$ cat src/ocp_pkg.sv
// package: register map, field layouts, mode codes for the compare/pwm channel
package ocp_pkg;

    // ----------------------------------------------------------------
    // register word indexes
    // ----------------------------------------------------------------
    localparam logic [2:0] ADDR_CONTROL_ONE = 3'h0;
    localparam logic [2:0] ADDR_CONTROL_TWO = 3'h1;
    localparam logic [2:0] ADDR_PRIMARY = 3'h2;
    localparam logic [2:0] ADDR_SECONDARY = 3'h3;
    localparam logic [2:0] ADDR_PERIOD = 3'h4;
    localparam logic [2:0] ADDR_COUNTER = 3'h5;

    // ----------------------------------------------------------------
    // reset values
    // ----------------------------------------------------------------
    localparam logic [15:0] RESET_CONTROL_ONE = 16'h0000;
    localparam logic [15:0] RESET_CONTROL_TWO = 16'h000C;
    localparam logic [15:0] RESET_WORD = 16'h0000;

    // ----------------------------------------------------------------
    // compare_mode encodings
    // ----------------------------------------------------------------
    localparam logic [2:0] MODE_OFF = 3'h0;
    localparam logic [2:0] MODE_SET_HIGH = 3'h1;
    localparam logic [2:0] MODE_SET_LOW = 3'h2;
    localparam logic [2:0] MODE_TOGGLE = 3'h3;
    localparam logic [2:0] MODE_ONE_PULSE = 3'h4;
    localparam logic [2:0] MODE_PULSES = 3'h5;
    localparam logic [2:0] MODE_PWM_EDGE = 3'h6;
    localparam logic [2:0] MODE_PWM_CENTER = 3'h7;

    // ----------------------------------------------------------------
    // timebase_select encodings
    // ----------------------------------------------------------------
    localparam logic [2:0] TB_PERIPHERAL = 3'h7;
    localparam logic [2:0] TB_TIMER_ONE = 3'h4;
    localparam logic [2:0] TB_TIMER_FIVE = 3'h3;

    // control register one layout, msb first
    typedef struct packed {
        logic [1:0] unused;
        logic idle_stop;
        logic [2:0] timebase_select;
        logic [2:0] fault_input_enable;
        logic [2:0] fault_status;
        logic trigger_clear_select;
        logic [2:0] compare_mode;
    } ocp_con1_s;

    // control register two layout, msb first
    typedef struct packed {
        logic fault_hold_mode;
        logic fault_output_level;
        logic fault_force_output;
        logic output_invert;
        logic unused;
        logic [1:0] duty_fine;
        logic cascade;
        logic trigger_not_sync;
        logic trigger_running;
        logic output_tristate;
        logic [4:0] sync_source_select;
    } ocp_con2_s;

endpackage

$ cat src/ocp_channel.sv
// output compare / pwm channel with register port and fault handling
//
// Functional notes
// - pwm modes keep compare values in hidden shadow registers
// - timer time base uses that timer's prescaler tick, not its count
// - period value n yields n plus one time base counts
// - in pwm modes shadows load from compare values only when counter equals period; other modes load them every cycle
// - all compare values and period zero keep output low
// - secondary above period keeps output high
// - idle_stop set halts channel during cpu idle
// - time base select: 111 peripheral, 100 timer one, 011..000 timers five..two
// - enable bits 9,8,7 gate comparator, pin b, pin a faults
// - fault status bits 6,5,4 set by hardware, writable by software
// - fault enables and status act only in pwm modes
// - comparator source chosen by channel group of three
// - trigger_clear_select lets counter equal secondary clear trigger_running
// - mode 111 center aligned pwm, 110 edge aligned pwm
// - mode 101 starts low, goes high on primary and low on secondary match continuously
// - mode 100 starts low, one pulse from primary to secondary match
// - mode 011 toggles output on every primary match
// - mode 010 starts high goes low, 001 starts low goes high
// - mode 000 disables the channel
// - control one bits 15 and 14 read zero
// - free running counter wraps from all ones to zero
// - during fault output driven to fault_output_level
// - fault persists until source gone plus new period (only with fault_hold_mode clear) or software clear
//
// The register offsets and strobed register access were decided locally.
`timescale 1ns/1ns
`default_nettype none

module ocp_channel #(
    parameter int CHANNEL_INDEX = 1
) (
    input wire logic core_clk,
    input wire logic rst,
    input wire logic [2:0] reg_addr,
    input wire logic [15:0] reg_wdata,
    input wire logic reg_we,
    input wire logic reg_re,
    output logic [15:0] reg_rdata,
    input wire logic [3:0] timer_prescale_tick,
    input wire logic timer1_prescale_tick,
    input wire logic cpu_idle,
    input wire logic fault_pin_a,
    input wire logic fault_pin_b,
    input wire logic [2:0] comparator_out,
    output logic compare_output,
    output logic compare_output_oe
);

    localparam int CMP_IDX = (CHANNEL_INDEX - 1) / 3;

    // ----------------------------------------------------------------
    // fault pin synchronisers
    // ----------------------------------------------------------------
    logic [1:0] pin_meta_q;
    logic [1:0] pin_sync_q;

    // two stages before any logic sees the pins
    always_ff @(posedge core_clk) begin
        if (rst) begin
            pin_meta_q <= 2'h0;
            pin_sync_q <= 2'h0;
        end else begin
            pin_meta_q <= {fault_pin_b, fault_pin_a};
            pin_sync_q <= pin_meta_q;
        end
    end

    // ----------------------------------------------------------------
    // registers and control state
    // ----------------------------------------------------------------
    ocp_pkg::ocp_con1_s con1_q, con1_d;
    ocp_pkg::ocp_con2_s con2_q, con2_d;
    logic [15:0] primary_q, primary_d;
    logic [15:0] secondary_q, secondary_d;
    logic [15:0] period_q, period_d;
    logic [15:0] count_q, count_d;
    logic [15:0] sh_pri_q, sh_pri_d;
    logic [15:0] sh_sec_q, sh_sec_d;
    logic wave_q, wave_d;
    logic done_q, done_d;
    logic compare_output_d;
    logic compare_output_oe_d;
    logic [15:0] reg_rdata_d;

    logic wr_con1, wr_con2;
    logic is_pwm, tick, run, wrap;
    logic pri_hit, sec_hit;
    logic [15:0] eff_sec;
    logic [2:0] fault_src;
    logic fault_act;

    assign wr_con1 = reg_we && (reg_addr == ocp_pkg::ADDR_CONTROL_ONE);
    assign wr_con2 = reg_we && (reg_addr == ocp_pkg::ADDR_CONTROL_TWO);
    assign is_pwm = (con1_q.compare_mode == ocp_pkg::MODE_PWM_EDGE) ||
                    (con1_q.compare_mode == ocp_pkg::MODE_PWM_CENTER);

    // time base tick selection
    always_comb begin
        if (con1_q.timebase_select == ocp_pkg::TB_PERIPHERAL) begin
            tick = 1'b1;
        end else if (con1_q.timebase_select == ocp_pkg::TB_TIMER_ONE) begin
            tick = timer1_prescale_tick;
        end else if (con1_q.timebase_select <= ocp_pkg::TB_TIMER_FIVE) begin
            tick = timer_prescale_tick[con1_q.timebase_select[1:0]];
        end else begin
            tick = 1'b0;
        end
    end

    // counter run and period match
    // idle halt gate
    assign run = tick && (con1_q.compare_mode != ocp_pkg::MODE_OFF) &&
                 !(con1_q.idle_stop && cpu_idle) &&
                 (!con2_q.trigger_not_sync || con2_q.trigger_running);
    assign wrap = run && is_pwm && (count_q == period_q);
    assign pri_hit = run && (count_q == primary_q);
    assign sec_hit = run && (count_q == secondary_q);
    assign eff_sec = wrap ? secondary_q : sh_sec_q;

    // enabled fault sources, pwm modes only
    always_comb begin
        fault_src[2] = comparator_out[CMP_IDX] && con1_q.fault_input_enable[2];
        fault_src[1] = pin_sync_q[1] && con1_q.fault_input_enable[1];
        fault_src[0] = pin_sync_q[0] && con1_q.fault_input_enable[0];
        if (!is_pwm) begin
            fault_src = 3'h0;
        end
    end
    assign fault_act = is_pwm && (con1_q.fault_status != 3'h0);

    // ----------------------------------------------------------------
    // register file next state
    // ----------------------------------------------------------------
    always_comb begin
        con1_d = con1_q;
        con2_d = con2_q;
        primary_d = primary_q;
        secondary_d = secondary_q;
        period_d = period_q;
        if (wr_con1) begin
            con1_d = reg_wdata;
            con1_d.unused = 2'h0;
        end
        if (reg_we && reg_addr == ocp_pkg::ADDR_PRIMARY) begin
            primary_d = reg_wdata;
        end
        if (reg_we && reg_addr == ocp_pkg::ADDR_SECONDARY) begin
            secondary_d = reg_wdata;
        end
        if (reg_we && reg_addr == ocp_pkg::ADDR_PERIOD) begin
            period_d = reg_wdata;
        end
        // clear on new period if source gone
        if (!con2_q.fault_hold_mode && wrap) begin
            con1_d.fault_status = con1_d.fault_status & fault_src;
        end
        con1_d.fault_status = con1_d.fault_status | fault_src;
        if (con1_q.trigger_clear_select && sec_hit) begin
            con2_d.trigger_running = 1'b0;
        end
        if (wr_con2) begin
            con2_d = reg_wdata;
            con2_d.unused = 1'b0;
        end
    end

    // register file storage
    always_ff @(posedge core_clk) begin
        if (rst) begin
            con1_q <= ocp_pkg::RESET_CONTROL_ONE;
            con2_q <= ocp_pkg::RESET_CONTROL_TWO;
            primary_q <= ocp_pkg::RESET_WORD;
            secondary_q <= ocp_pkg::RESET_WORD;
            period_q <= ocp_pkg::RESET_WORD;
        end else begin
            con1_q <= con1_d;
            con2_q <= con2_d;
            primary_q <= primary_d;
            secondary_q <= secondary_d;
            period_q <= period_d;
        end
    end

    // ----------------------------------------------------------------
    // counter, shadows and waveform next state
    // ----------------------------------------------------------------
    always_comb begin
        count_d = count_q;
        sh_pri_d = sh_pri_q;
        sh_sec_d = sh_sec_q;
        wave_d = wave_q;
        done_d = done_q;
        if (con1_q.compare_mode == ocp_pkg::MODE_OFF) begin
            count_d = 16'h0000;
        end else if (wrap) begin
            count_d = 16'h0000;
        end else if (run) begin
            count_d = count_q + 16'h0001;
        end
        if (!is_pwm || wrap) begin
            sh_pri_d = primary_q;
            sh_sec_d = secondary_q;
        end
        unique case (con1_q.compare_mode)
            ocp_pkg::MODE_OFF: begin
                wave_d = 1'b0;
            end
            ocp_pkg::MODE_SET_HIGH: begin
                if (pri_hit) begin
                    wave_d = 1'b1;
                end
            end
            ocp_pkg::MODE_SET_LOW: begin
                if (pri_hit) begin
                    wave_d = 1'b0;
                end
            end
            ocp_pkg::MODE_TOGGLE: begin
                if (pri_hit) begin
                    wave_d = !wave_q;
                end
            end
            ocp_pkg::MODE_ONE_PULSE: begin
                if (!done_q && pri_hit) begin
                    wave_d = 1'b1;
                end
                if (!done_q && sec_hit && wave_q) begin
                    wave_d = 1'b0;
                    done_d = 1'b1;
                end
            end
            ocp_pkg::MODE_PULSES: begin
                if (pri_hit) begin
                    wave_d = 1'b1;
                end
                if (sec_hit && wave_q) begin
                    wave_d = 1'b0;
                end
            end
            ocp_pkg::MODE_PWM_EDGE: begin
                // active at start, inactive at duty
                if (wrap) begin
                    wave_d = (eff_sec != 16'h0000);
                end else if (run && count_q == sh_sec_q) begin
                    wave_d = 1'b0;
                end
                if (run && eff_sec > period_q) begin
                    wave_d = 1'b1;
                end
            end
            ocp_pkg::MODE_PWM_CENTER: begin
                if (wrap) begin
                    wave_d = 1'b0;
                end else if (run && count_q == sh_pri_q) begin
                    wave_d = 1'b1;
                end else if (run && count_q == sh_sec_q) begin
                    wave_d = 1'b0;
                end
                if (run && eff_sec > period_q) begin
                    wave_d = 1'b1;
                end
            end
        endcase
        // control write re-arms and sets initial level
        if (wr_con1) begin
            wave_d = (reg_wdata[2:0] == ocp_pkg::MODE_SET_LOW);
            done_d = 1'b0;
        end
    end

    // counter and waveform storage
    always_ff @(posedge core_clk) begin
        if (rst) begin
            count_q <= ocp_pkg::RESET_WORD;
            sh_pri_q <= ocp_pkg::RESET_WORD;
            sh_sec_q <= ocp_pkg::RESET_WORD;
            wave_q <= 1'b0;
            done_q <= 1'b0;
        end else begin
            count_q <= count_d;
            sh_pri_q <= sh_pri_d;
            sh_sec_q <= sh_sec_d;
            wave_q <= wave_d;
            done_q <= done_d;
        end
    end

    // ----------------------------------------------------------------
    // pin drive and read data
    // ----------------------------------------------------------------
    always_comb begin
        if (fault_act) begin
            compare_output_d = con2_q.fault_output_level;
        end else begin
            compare_output_d = wave_q ^ con2_q.output_invert;
        end
        compare_output_oe_d = !con2_q.output_tristate ||
                              (fault_act && con2_q.fault_force_output);
        reg_rdata_d = 16'h0000;
        if (reg_re) begin
            unique case (reg_addr)
                ocp_pkg::ADDR_CONTROL_ONE: reg_rdata_d = {2'h0, con1_q[13:0]};
                ocp_pkg::ADDR_CONTROL_TWO: reg_rdata_d = con2_q;
                ocp_pkg::ADDR_PRIMARY: reg_rdata_d = primary_q;
                ocp_pkg::ADDR_SECONDARY: reg_rdata_d = secondary_q;
                ocp_pkg::ADDR_PERIOD: reg_rdata_d = period_q;
                ocp_pkg::ADDR_COUNTER: reg_rdata_d = count_q;
                default: reg_rdata_d = 16'h0000;
            endcase
        end
    end

    // output flops
    always_ff @(posedge core_clk) begin
        if (rst) begin
            compare_output <= 1'b0;
            compare_output_oe <= 1'b0;
            reg_rdata <= 16'h0000;
        end else begin
            compare_output <= compare_output_d;
            compare_output_oe <= compare_output_oe_d;
            reg_rdata <= reg_rdata_d;
        end
    end
endmodule

`default_nettype wire

$ cat config.mk
export PLATFORM = sky130hd
export DESIGN_NAME = ocp_channel
export DESIGN_NICKNAME = d
export VERILOG_FILES = /design/src/ocp_pkg.sv /design/src/ocp_channel.sv
export SDC_FILE = /design/constraint.sdc
export NUM_CORES = 1
export LEC_CHECK = 0
export BUFFER_PORTS_ARGS = -buffer_cell sky130_fd_sc_hd__buf_4
export CORE_MARGIN = 2
export CORE_UTILIZATION = 65
export CTS_CLUSTER_DIAMETER = 50
export DETAILED_ROUTE_END_ITERATION = 12
export PLACE_DENSITY = 0.87
export SLEW_MARGIN = 0
export SYNTH_ARGS = -nofsm -noshare
export SYNTH_HDL_FRONTEND = slang
export SYNTH_SLANG_ARGS = --single-unit
$ cat constraint.sdc
create_clock -name core_clk -period 10.2 [get_ports core_clk]
set_input_delay 2.04 -clock core_clk [delete_from_list [all_inputs] [get_ports core_clk]]
set_output_delay 2.04 -clock core_clk [all_outputs]
set_load 0.005 [all_outputs]
==> results of run 1 <==
worst reg2reg max path: stages, from the launching register on:
cell and delay, ns:
dfxtp_1 0.50, nor3_1 0.16, a2111oi_2 0.38, and3_1 0.66, and3_4 0.53, mux2_2 0.39, ha_1 0.32, nand2_1 0.09
nor4_1 0.43, a221o_1 0.23, o2111a_1 0.26, o31ai_1 0.11, a21oi_1 0.17
cells by family after synthesis:
logic type / after synthesis / share of synthesized area (%)
simple gates: 356 / 21.1
fa+ha+maj: 17 / 2.73
mux: 65 / 8.97
xor+xnor: 94 / 10.6
buf+inv: 91 / 5.24
compound gates: 171 / 13.0
flops: 149 / 38.3
sequential cells by signal, summed over array words and instances (netlist names), 14 cells and up:
register and flops:
con1_q 14, con2_q 15, count_q 16, period_q 16, primary_q 16, reg_rdata 16
secondary_q 16, sh_pri_q 16, sh_sec_q 16
cells in the final DEF (no fill, tap or decap), drive strengths merged, types with 2 or more instances in the layout:
cell type / netlist / final
nand2: 187 / 187
dfxtp: 149 / 149
a21oi: 108 / 108
nor2: 75 / 75
xnor2: 56 / 56
buf: 28 / 55
mux2i: 45 / 45
xor2: 38 / 38
inv: 23 / 31
o21ai: 19 / 19
mux2: 18 / 18
nor4: 18 / 18
ha: 17 / 17
clkbuf: 39 / 17
nand3: 16 / 16
nand4: 16 / 16
nor3: 12 / 12
a22oi: 11 / 11
nor2b: 10 / 10
and3: 8 / 8
a221oi: 7 / 7
clkinv: 1 / 6
a21o: 4 / 4
or3: 3 / 3
a222oi: 3 / 3
and2: 3 / 3
mux4: 2 / 2
o22a: 2 / 2
nand2b: 2 / 2
a31oi: 2 / 2
o31ai: 2 / 2
worst max path at each step:
stage,start,to,slack [ns],cells past startpoint
3_5_place_dp,timer_prescale_tick[3],wave_q$_SDFFE_PP0P_,4.47,13
2_1_floorplan,timer_prescale_tick[3],wave_q$_SDFFE_PP0P_,5.10,14
6_report,timer_prescale_tick[3],wave_q$_SDFFE_PP0P_,4.80,13
4_1_cts,timer_prescale_tick[3],wave_q$_SDFFE_PP0P_,4.91,13
5_1_grt,timer_prescale_tick[3],wave_q$_SDFFE_PP0P_,4.60,13
3_3_place_gp,timer_prescale_tick[3],wave_q$_SDFFE_PP0P_,4.52,13
where the power goes:
group | internal (mW) | switching (mW)
Combinational | 0.0355 | 0.0624
Clock | 0.347 | 0.278
Sequential | 0.592 | 0.0123
Total | 0.974 | 0.353
area by class of cell:
class	count	area, um2
multi-input combinational	703	4400
tap	143	179
clock buffer	17	425
sequential	149	2980
fill	842	2920
inverter	24	90.1
timing repair buffer	55	413
clock inverter	15	163
layer usage:
layer	vias up	routed length, um
met5	-	0
met1	3281	8990
met4	0	1470
met3	130	2960
met2	496	9910
li1	3224	-
==> impl_metrics.prom, run 1 <==
# TYPE chip_impl_metric gauge
chip_impl_info{name="outcome",value="completed"} 1
chip_impl_metric{name="placedCellCount",unit=""} 1074
chip_impl_metric{name="die_w",unit="um"} 113
chip_impl_metric{name="grt_max_degree",unit=""} 61
chip_impl_metric{name="stdcell_area",unit="um2"} 8650
chip_impl_metric{name="mapped_avg_cell_area",unit="um2"} 8.25
chip_impl_metric{name="critical_path.n_buffers_inverters",unit=""} 1
chip_impl_info{name="ctsRootBufferMaster",value="clkbuf_16"} 1
chip_impl_info{name="post_synth_most_frequent_cells",value="187 x nand2_1, 149 x dfxtp_1, 107 x a21oi_1"} 1
chip_impl_info{name="hold-path-endpoint",value="pin_sync_q[0]$_SDFF_PP0_"} 1
chip_impl_metric{name="drt_pre_antenna_iters",unit=""} 6
chip_impl_metric{name="hold_slack",unit="ns"} 0.440
chip_impl_metric{name="synth.cell_area",unit="um2"} 7780
chip_impl_metric{name="grt_usage",unit="%"} 37.0
chip_impl_info{name="yosys_most_used_dff",value="dfxtp_1"} 1
chip_impl_info{name="startpoint_type",value="input pin"} 1
chip_impl_metric{name="cts_max_path_buffers",unit=""} 2
chip_impl_metric{name="setup-tns-final",unit="ns"} 0
chip_impl_metric{name="tightest_slew",unit="ns"} 0.743
chip_impl_metric{name="fraction_of_the_core_area_covered_by_cells_at_the_end_of_the_flow",unit="%"} 74.8
chip_impl_metric{name="floorplan.die_area",unit="um2"} 12900
chip_impl_metric{name="ff2ff_path_depth",unit=""} 12
chip_impl_info{name="critical_path_start_end_classification",value="in -> reg"} 1
chip_impl_metric{name="synth_cell_types",unit=""} 60
chip_impl_metric{name="grt_use_met1",unit="%"} 48.6
chip_impl_metric{name="report.power.total",unit="mW"} 1.33
chip_impl_metric{name="resize_count_post_cts",unit=""} 0
chip_impl_metric{name="worstPathRequired",unit="ns"} 10.56
chip_impl_metric{name="synth.yosys.seq_area_share",unit="%"} 38.3
chip_impl_metric{name="finalWorstSetupSlack",unit="ns"} 4.80
chip_impl_metric{name="drt_iter0_drc",unit=""} 1100
chip_impl_metric{name="core_region_area",unit="um2"} 11600
chip_impl_metric{name="grt_pass1_wl",unit="mm"} 36.1
chip_impl_metric{name="routed_via_density",unit=""} 6.45
chip_impl_info{name="yosys-top-cells-area",value="dfxtp_1 38%, nand2_1 9.0%, a21oi_1 6.9%"} 1
chip_impl_metric{name="edff_count_synth",unit=""} 0
chip_impl_metric{name="post-synth-top-area-fraction",unit="%"} 38.3
chip_impl_info{name="reg2reg_from",value="con1_q[0]$_SDFFE_PP0P_"} 1
chip_impl_metric{name="ant_diodes",unit=""} 0
chip_impl_metric{name="relSlewSlack",unit="%"} 50.4
chip_impl_metric{name="io_pins",unit=""} 52
chip_impl_metric{name="path_max_fanout",unit=""} 19
chip_impl_info{name="yosys.cell_count.top_type",value="nand2_1"} 1
chip_impl_metric{name="final_period_minus_worst_setup_slack",unit="ns"} 5.40
chip_impl_info{name="end_kind",value="flip-flop"} 1
chip_impl_metric{name="post-route-period-util",unit="%"} 53.0
chip_impl_info{name="synth_largest_area_cell",value="dfxtp_1"} 1
chip_impl_metric{name="post_route_cells_drive_above_1_share",unit="%"} 12.9
chip_impl_metric{name="synthCells",unit=""} 943
chip_impl_metric{name="number_of_standard_cells_in_the_layout_taps_in_and_fillers_out",unit=""} 1106
chip_impl_metric{name="worst_clock_skew",unit="ns"} 0.0136
chip_impl_metric{name="synth-warning-count",unit=""} 0
chip_impl_info{name="timing.critical_path.cells",value="buf_4 -> and4bb_2 -> a2111oi_2 -> and3_1 -> and3_4 -> mux2_2 -> ha_1 -> nand2_1 -> nor4_1 -> a221o_1 -> o2111a_1 -> o31ai_1 -> a21oi_1"} 1
chip_impl_info{name="reg2reg_to",value="wave_q$_SDFFE_PP0P_"} 1
chip_impl_metric{name="gp_routability_congestion",unit=""} 1.01
chip_impl_info{name="worst_hold_startpoint",value="pin_meta_q[0]$_SDFF_PP0_"} 1
chip_impl_metric{name="static-leakage-power",unit="nW"} 3.20
chip_impl_metric{name="placedInstanceArea",unit="um2"} 8060
chip_impl_metric{name="worstPathArrival",unit="ns"} 5.77
chip_impl_metric{name="ctsHtreeMaxLevel",unit=""} 4
chip_impl_metric{name="numCtsBuffers",unit=""} 17
chip_impl_metric{name="finish.net_count",unit=""} 1001
chip_impl_metric{name="setup-violations-final",unit=""} 0
chip_impl_metric{name="grt_use_met3",unit="%"} 11.8
chip_impl_metric{name="via_count_of_the_first_global_routing_pass",unit=""} 6564
chip_impl_metric{name="antenna_violation_net_count_after_detailed_routing",unit=""} 0
chip_impl_info{name="clock_tree_from_tritoncts",value="yes"} 1
chip_impl_metric{name="max_freq",unit="GHz"} 0.185
chip_impl_metric{name="r2r_slack",unit="ns"} 5.91
chip_impl_metric{name="rows",unit=""} 39
chip_impl_metric{name="cts.hold.buffers_added",unit=""} 0
chip_impl_metric{name="die_h",unit="um"} 113
chip_impl_metric{name="antenna_found_initial",unit=""} 0
chip_impl_metric{name="finalHoldViolations",unit=""} 0
chip_impl_metric{name="preCtsSetupSlack",unit="ns"} 4.47
chip_impl_metric{name="cellPowerDensity",unit="nW/um2"} 153
chip_impl_info{name="rsz0062_at_grt",value="false"} 1
chip_impl_metric{name="drv.max_cap_violation_count",unit=""} 0
chip_impl_metric{name="cts.repair_timing.setup_buffer_count",unit=""} 0
chip_impl_metric{name="timing.final.max_slew_violations",unit=""} 0
chip_impl_metric{name="synth_async_sr_flop_share",unit="%"} 0
chip_impl_metric{name="initial_cell_density_of_the_core",unit="%"} 67.3
chip_impl_metric{name="clkSinkCount",unit=""} 149
chip_impl_metric{name="worst_ir_drop_vdd",unit="mV"} 0.144
chip_impl_metric{name="global_route.overflow_total",unit=""} 0
chip_impl_metric{name="port-buffer-count",unit=""} 49
chip_impl_metric{name="dr_total_vias",unit=""} 7131
chip_impl_metric{name="detail_route.drc_violations",unit=""} 0
chip_impl_metric{name="crit_path_max_incr_delay",unit="ns"} 0.66
chip_impl_info{name="globalRoute.busiestLayer",value="met2"} 1
chip_impl_metric{name="route.final.wire_length",unit="mm"} 23.3
chip_impl_metric{name="global_route.usage.met2",unit="%"} 55.0
chip_impl_metric{name="clk-insertion-delay-late",unit="ns"} 0.43
chip_impl_metric{name="worst_hold_path.num_cells",unit=""} 1
chip_impl_metric{name="wl_per_cell",unit="um"} 21.1
chip_impl_metric{name="syn_to_final_growth",unit="%"} 11.2
chip_impl_metric{name="dp_hpwl",unit="mm"} 16.2
chip_impl_info{name="critical_path.top_delay_family",value="simple AND/OR/NAND/NOR gates"} 1
chip_impl_info{name="slowest_stage",value="and3_1"} 1
chip_impl_info{name="worstHoldPathType",value="reg -> reg"} 1
chip_impl_metric{name="synth_fp_nets",unit=""} 994
chip_impl_metric{name="cts.clk_slew.worst_paths",unit="ns"} 0.07
chip_impl_metric{name="ys_seq_elements",unit=""} 149
No activity file was read; power rests on OpenSTA's default activity.
==> run 2, diff against run 1 <==
Settings changed: CORE_UTILIZATION 65 to 61, PLACE_DENSITY 0.87 to 0.82.
Clock period 10.2 ns to 5.54 ns, I/O delays scaled along.
==> impl_metrics.prom, run 2 (same netlist as run 1, synthesis figures left out) <==
# TYPE chip_impl_metric gauge
chip_impl_metric{name="finalHoldViolations",unit=""} 0
chip_impl_metric{name="dp_hpwl",unit="mm"} 16.7
chip_impl_metric{name="finish.net_count",unit=""} 1000
chip_impl_info{name="hold-path-endpoint",value="pin_sync_q[0]$_SDFF_PP0_"} 1
chip_impl_metric{name="ctsHtreeMaxLevel",unit=""} 4
chip_impl_info{name="outcome",value="completed"} 1
chip_impl_metric{name="fill_cells",unit=""} 1076
chip_impl_metric{name="clk-insertion-delay-late",unit="ns"} 0.43
chip_impl_metric{name="worstPathRequired",unit="ns"} 5.85
chip_impl_info{name="reg2reg_to",value="wave_q$_SDFFE_PP0P_"} 1
chip_impl_metric{name="numCtsBuffers",unit=""} 17
chip_impl_metric{name="r2r_slack",unit="ns"} 1.23
chip_impl_metric{name="tightest_slew",unit="ns"} 0.807
chip_impl_metric{name="die_w",unit="um"} 117
chip_impl_metric{name="setup-violations-final",unit=""} 0
chip_impl_metric{name="drt_iter0_drc",unit=""} 842
chip_impl_info{name="clock_tree_from_tritoncts",value="yes"} 1
chip_impl_metric{name="via_count_of_the_first_global_routing_pass",unit=""} 6505
chip_impl_info{name="startpoint_type",value="flip-flop"} 1
chip_impl_metric{name="relSlewSlack",unit="%"} 45.7
chip_impl_metric{name="dr_total_vias",unit=""} 6992
chip_impl_info{name="layout.cells.most_common_list",value="187 x nand2_1, 149 x dfxtp_1, 107 x a21oi_1, 65 x nor2_1, 56 x xnor2_1"} 1
chip_impl_metric{name="die_h",unit="um"} 117
chip_impl_info{name="dr.max_layer_used",value="met4"} 1
chip_impl_metric{name="ff2ff_path_depth",unit=""} 12
chip_impl_metric{name="gp_routability_congestion",unit=""} 0.996
chip_impl_metric{name="floorplan.die_area",unit="um2"} 13700
chip_impl_metric{name="rows",unit=""} 41
chip_impl_metric{name="port-buffer-count",unit=""} 49
chip_impl_metric{name="syn_to_final_growth",unit="%"} 11.6
chip_impl_metric{name="cts.repair_timing.setup_buffer_count",unit=""} 0
chip_impl_info{name="reg2reg_from",value="count_q[9]$_SDFFE_PP0P_"} 1
chip_impl_metric{name="ant_diodes",unit=""} 0
chip_impl_metric{name="cts.hold.buffers_added",unit=""} 0
chip_impl_metric{name="grt_usage",unit="%"} 35.6
chip_impl_metric{name="io_pins",unit=""} 52
chip_impl_metric{name="drt_pre_antenna_iters",unit=""} 9
chip_impl_metric{name="wl_per_cell",unit="um"} 20.6
chip_impl_metric{name="antenna_violation_net_count_after_detailed_routing",unit=""} 0
chip_impl_metric{name="static-leakage-power",unit="nW"} 3.19
chip_impl_metric{name="drv.max_cap_violation_count",unit=""} 0
chip_impl_metric{name="resize_count_post_cts",unit=""} 0
chip_impl_metric{name="routed_via_density",unit=""} 6.17
chip_impl_metric{name="setup-tns-final",unit="ns"} 0
chip_impl_metric{name="detail_route.drc_violations",unit=""} 0
chip_impl_metric{name="worstPathArrival",unit="ns"} 4.62
chip_impl_metric{name="report.power.total",unit="mW"} 2.47
chip_impl_metric{name="cellPowerDensity",unit="nW/um2"} 284
chip_impl_metric{name="final_period_minus_worst_setup_slack",unit="ns"} 4.31
chip_impl_metric{name="worst_ir_drop_vdd",unit="mV"} 0.250
chip_impl_metric{name="grt_max_degree",unit=""} 75
chip_impl_info{name="critical_path_start_end_classification",value="reg -> reg"} 1
chip_impl_info{name="worst_hold_startpoint",value="pin_meta_q[0]$_SDFF_PP0_"} 1
chip_impl_metric{name="drt-met1-wl",unit="mm"} 9.31
chip_impl_metric{name="path_max_fanout",unit=""} 19
chip_impl_metric{name="post_route_cells_drive_above_1_share",unit="%"} 12.7
chip_impl_metric{name="route.final.wire_length",unit="mm"} 23.4
chip_impl_metric{name="clkSinkCount",unit=""} 149
chip_impl_metric{name="grt_pass1_wl",unit="mm"} 36.0
chip_impl_info{name="most_frequent_standard_cell_in_the_layout_excluding_fill_and_tap_cells",value="nand2_1"} 1
chip_impl_metric{name="antenna_found_initial",unit=""} 0
chip_impl_metric{name="cts_max_path_buffers",unit=""} 2
chip_impl_metric{name="global_route.overflow_total",unit=""} 0
chip_impl_info{name="rsz0062_at_grt",value="false"} 1
chip_impl_metric{name="cts.clk_slew.worst_paths",unit="ns"} 0.06
chip_impl_metric{name="timing.final.max_slew_violations",unit=""} 0
chip_impl_info{name="worstHoldPathType",value="reg -> reg"} 1
chip_impl_info{name="ctsRootBufferMaster",value="clkbuf_16"} 1
chip_impl_metric{name="initial_cell_density_of_the_core",unit="%"} 62.2
chip_impl_metric{name="core_region_area",unit="um2"} 12500
chip_impl_metric{name="route.met3.wl",unit="mm"} 2.27
chip_impl_metric{name="wl_met2",unit="mm"} 11.0
chip_impl_metric{name="worst_hold_path.num_cells",unit=""} 1
chip_impl_info{name="end_kind",value="flip-flop"} 1
chip_impl_metric{name="worst_clock_skew",unit="ns"} 0.00956
chip_impl_metric{name="max_freq",unit="GHz"} 0.232
chip_impl_metric{name="post-route-period-util",unit="%"} 77.8
==> run 2: power breakdown <==
part           internal, mW  switching, mW  total [mW]  leakage [nW]
logic                0.0656          0.115       0.180          1.70
clock network         0.678          0.499        1.18         0.287
registers              1.09         0.0233        1.11          1.21
==> run 2: worst max path at each step <==
stage / from / end / slack [ns] / depth (start not counted)
floorplan: timer_prescale_tick[3] / wave_q$_SDFFE_PP0P_ / 1.38 / 14
global placement: timer_prescale_tick[3] / wave_q$_SDFFE_PP0P_ / 1.23 / 13
detailed placement: timer_prescale_tick[3] / wave_q$_SDFFE_PP0P_ / 1.22 / 13
CTS: count_q[9]$_SDFFE_PP0P_ / wave_q$_SDFFE_PP0P_ / 1.30 / 12
global route: count_q[9]$_SDFFE_PP0P_ / wave_q$_SDFFE_PP0P_ / 1.06 / 12
finish: count_q[9]$_SDFFE_PP0P_ / wave_q$_SDFFE_PP0P_ / 1.23 / 12
==> run 2: area by class of cell <==
type | instances | area, um2 | share of cell area, %
multi-input cells | 703 | 4400 | 50.6
flip-flops and latches | 149 | 2980 | 34.4
clock buffers | 18 | 429 | 4.94
repair buffers | 54 | 405 | 4.67
well taps | 172 | 215 | 2.48
clock inverters | 14 | 164 | 1.89
inverters | 24 | 90.1 | 1.04
==> run 2: worst max-delay path: stages, from the launching register on <==
cell and delay (ns):
dfxtp_1 0.68, xnor2_1 0.20, nand4_1 0.14, nor4_1 0.74, and3_4 0.50, mux2_2 0.38, ha_1 0.29, a21oi_1 0.14
o21ai_0 0.15, a221o_1 0.32, o2111a_1 0.27, o31ai_1 0.28, a21oi_1 0.10
==> run 2: routing by layer <==
| metal | up-vias | GRT usage, % |
|---|---|---|
| met5 | - | 0 |
| met4 | 0 | 14.0 |
| met3 | 59 | 6.18 |
| met2 | 423 | 57.8 |
| met1 | 3297 | 47.5 |
| li1 | 3213 | - |
==> run 2: per-stage QoR <==
stage / cells / setup WS, ns / hold WS [ns] / cell area, um2 / util (%)
2_1_floorplan: 943 / 1.38 / 0.414 / 7780 / -
3_3_place_gp: 1102 / 1.23 / 0.429 / 8090 / 64.6
3_5_place_dp: 1102 / 1.22 / 0.427 / 8090 / 64.6
4_1_cts: 1134 / 1.30 / 0.444 / 8680 / 69.4
5_1_grt: 1134 / 1.06 / 0.467 / 8680 / 69.4
6_report: 1134 / 1.23 / 0.445 / 8680 / 69.4
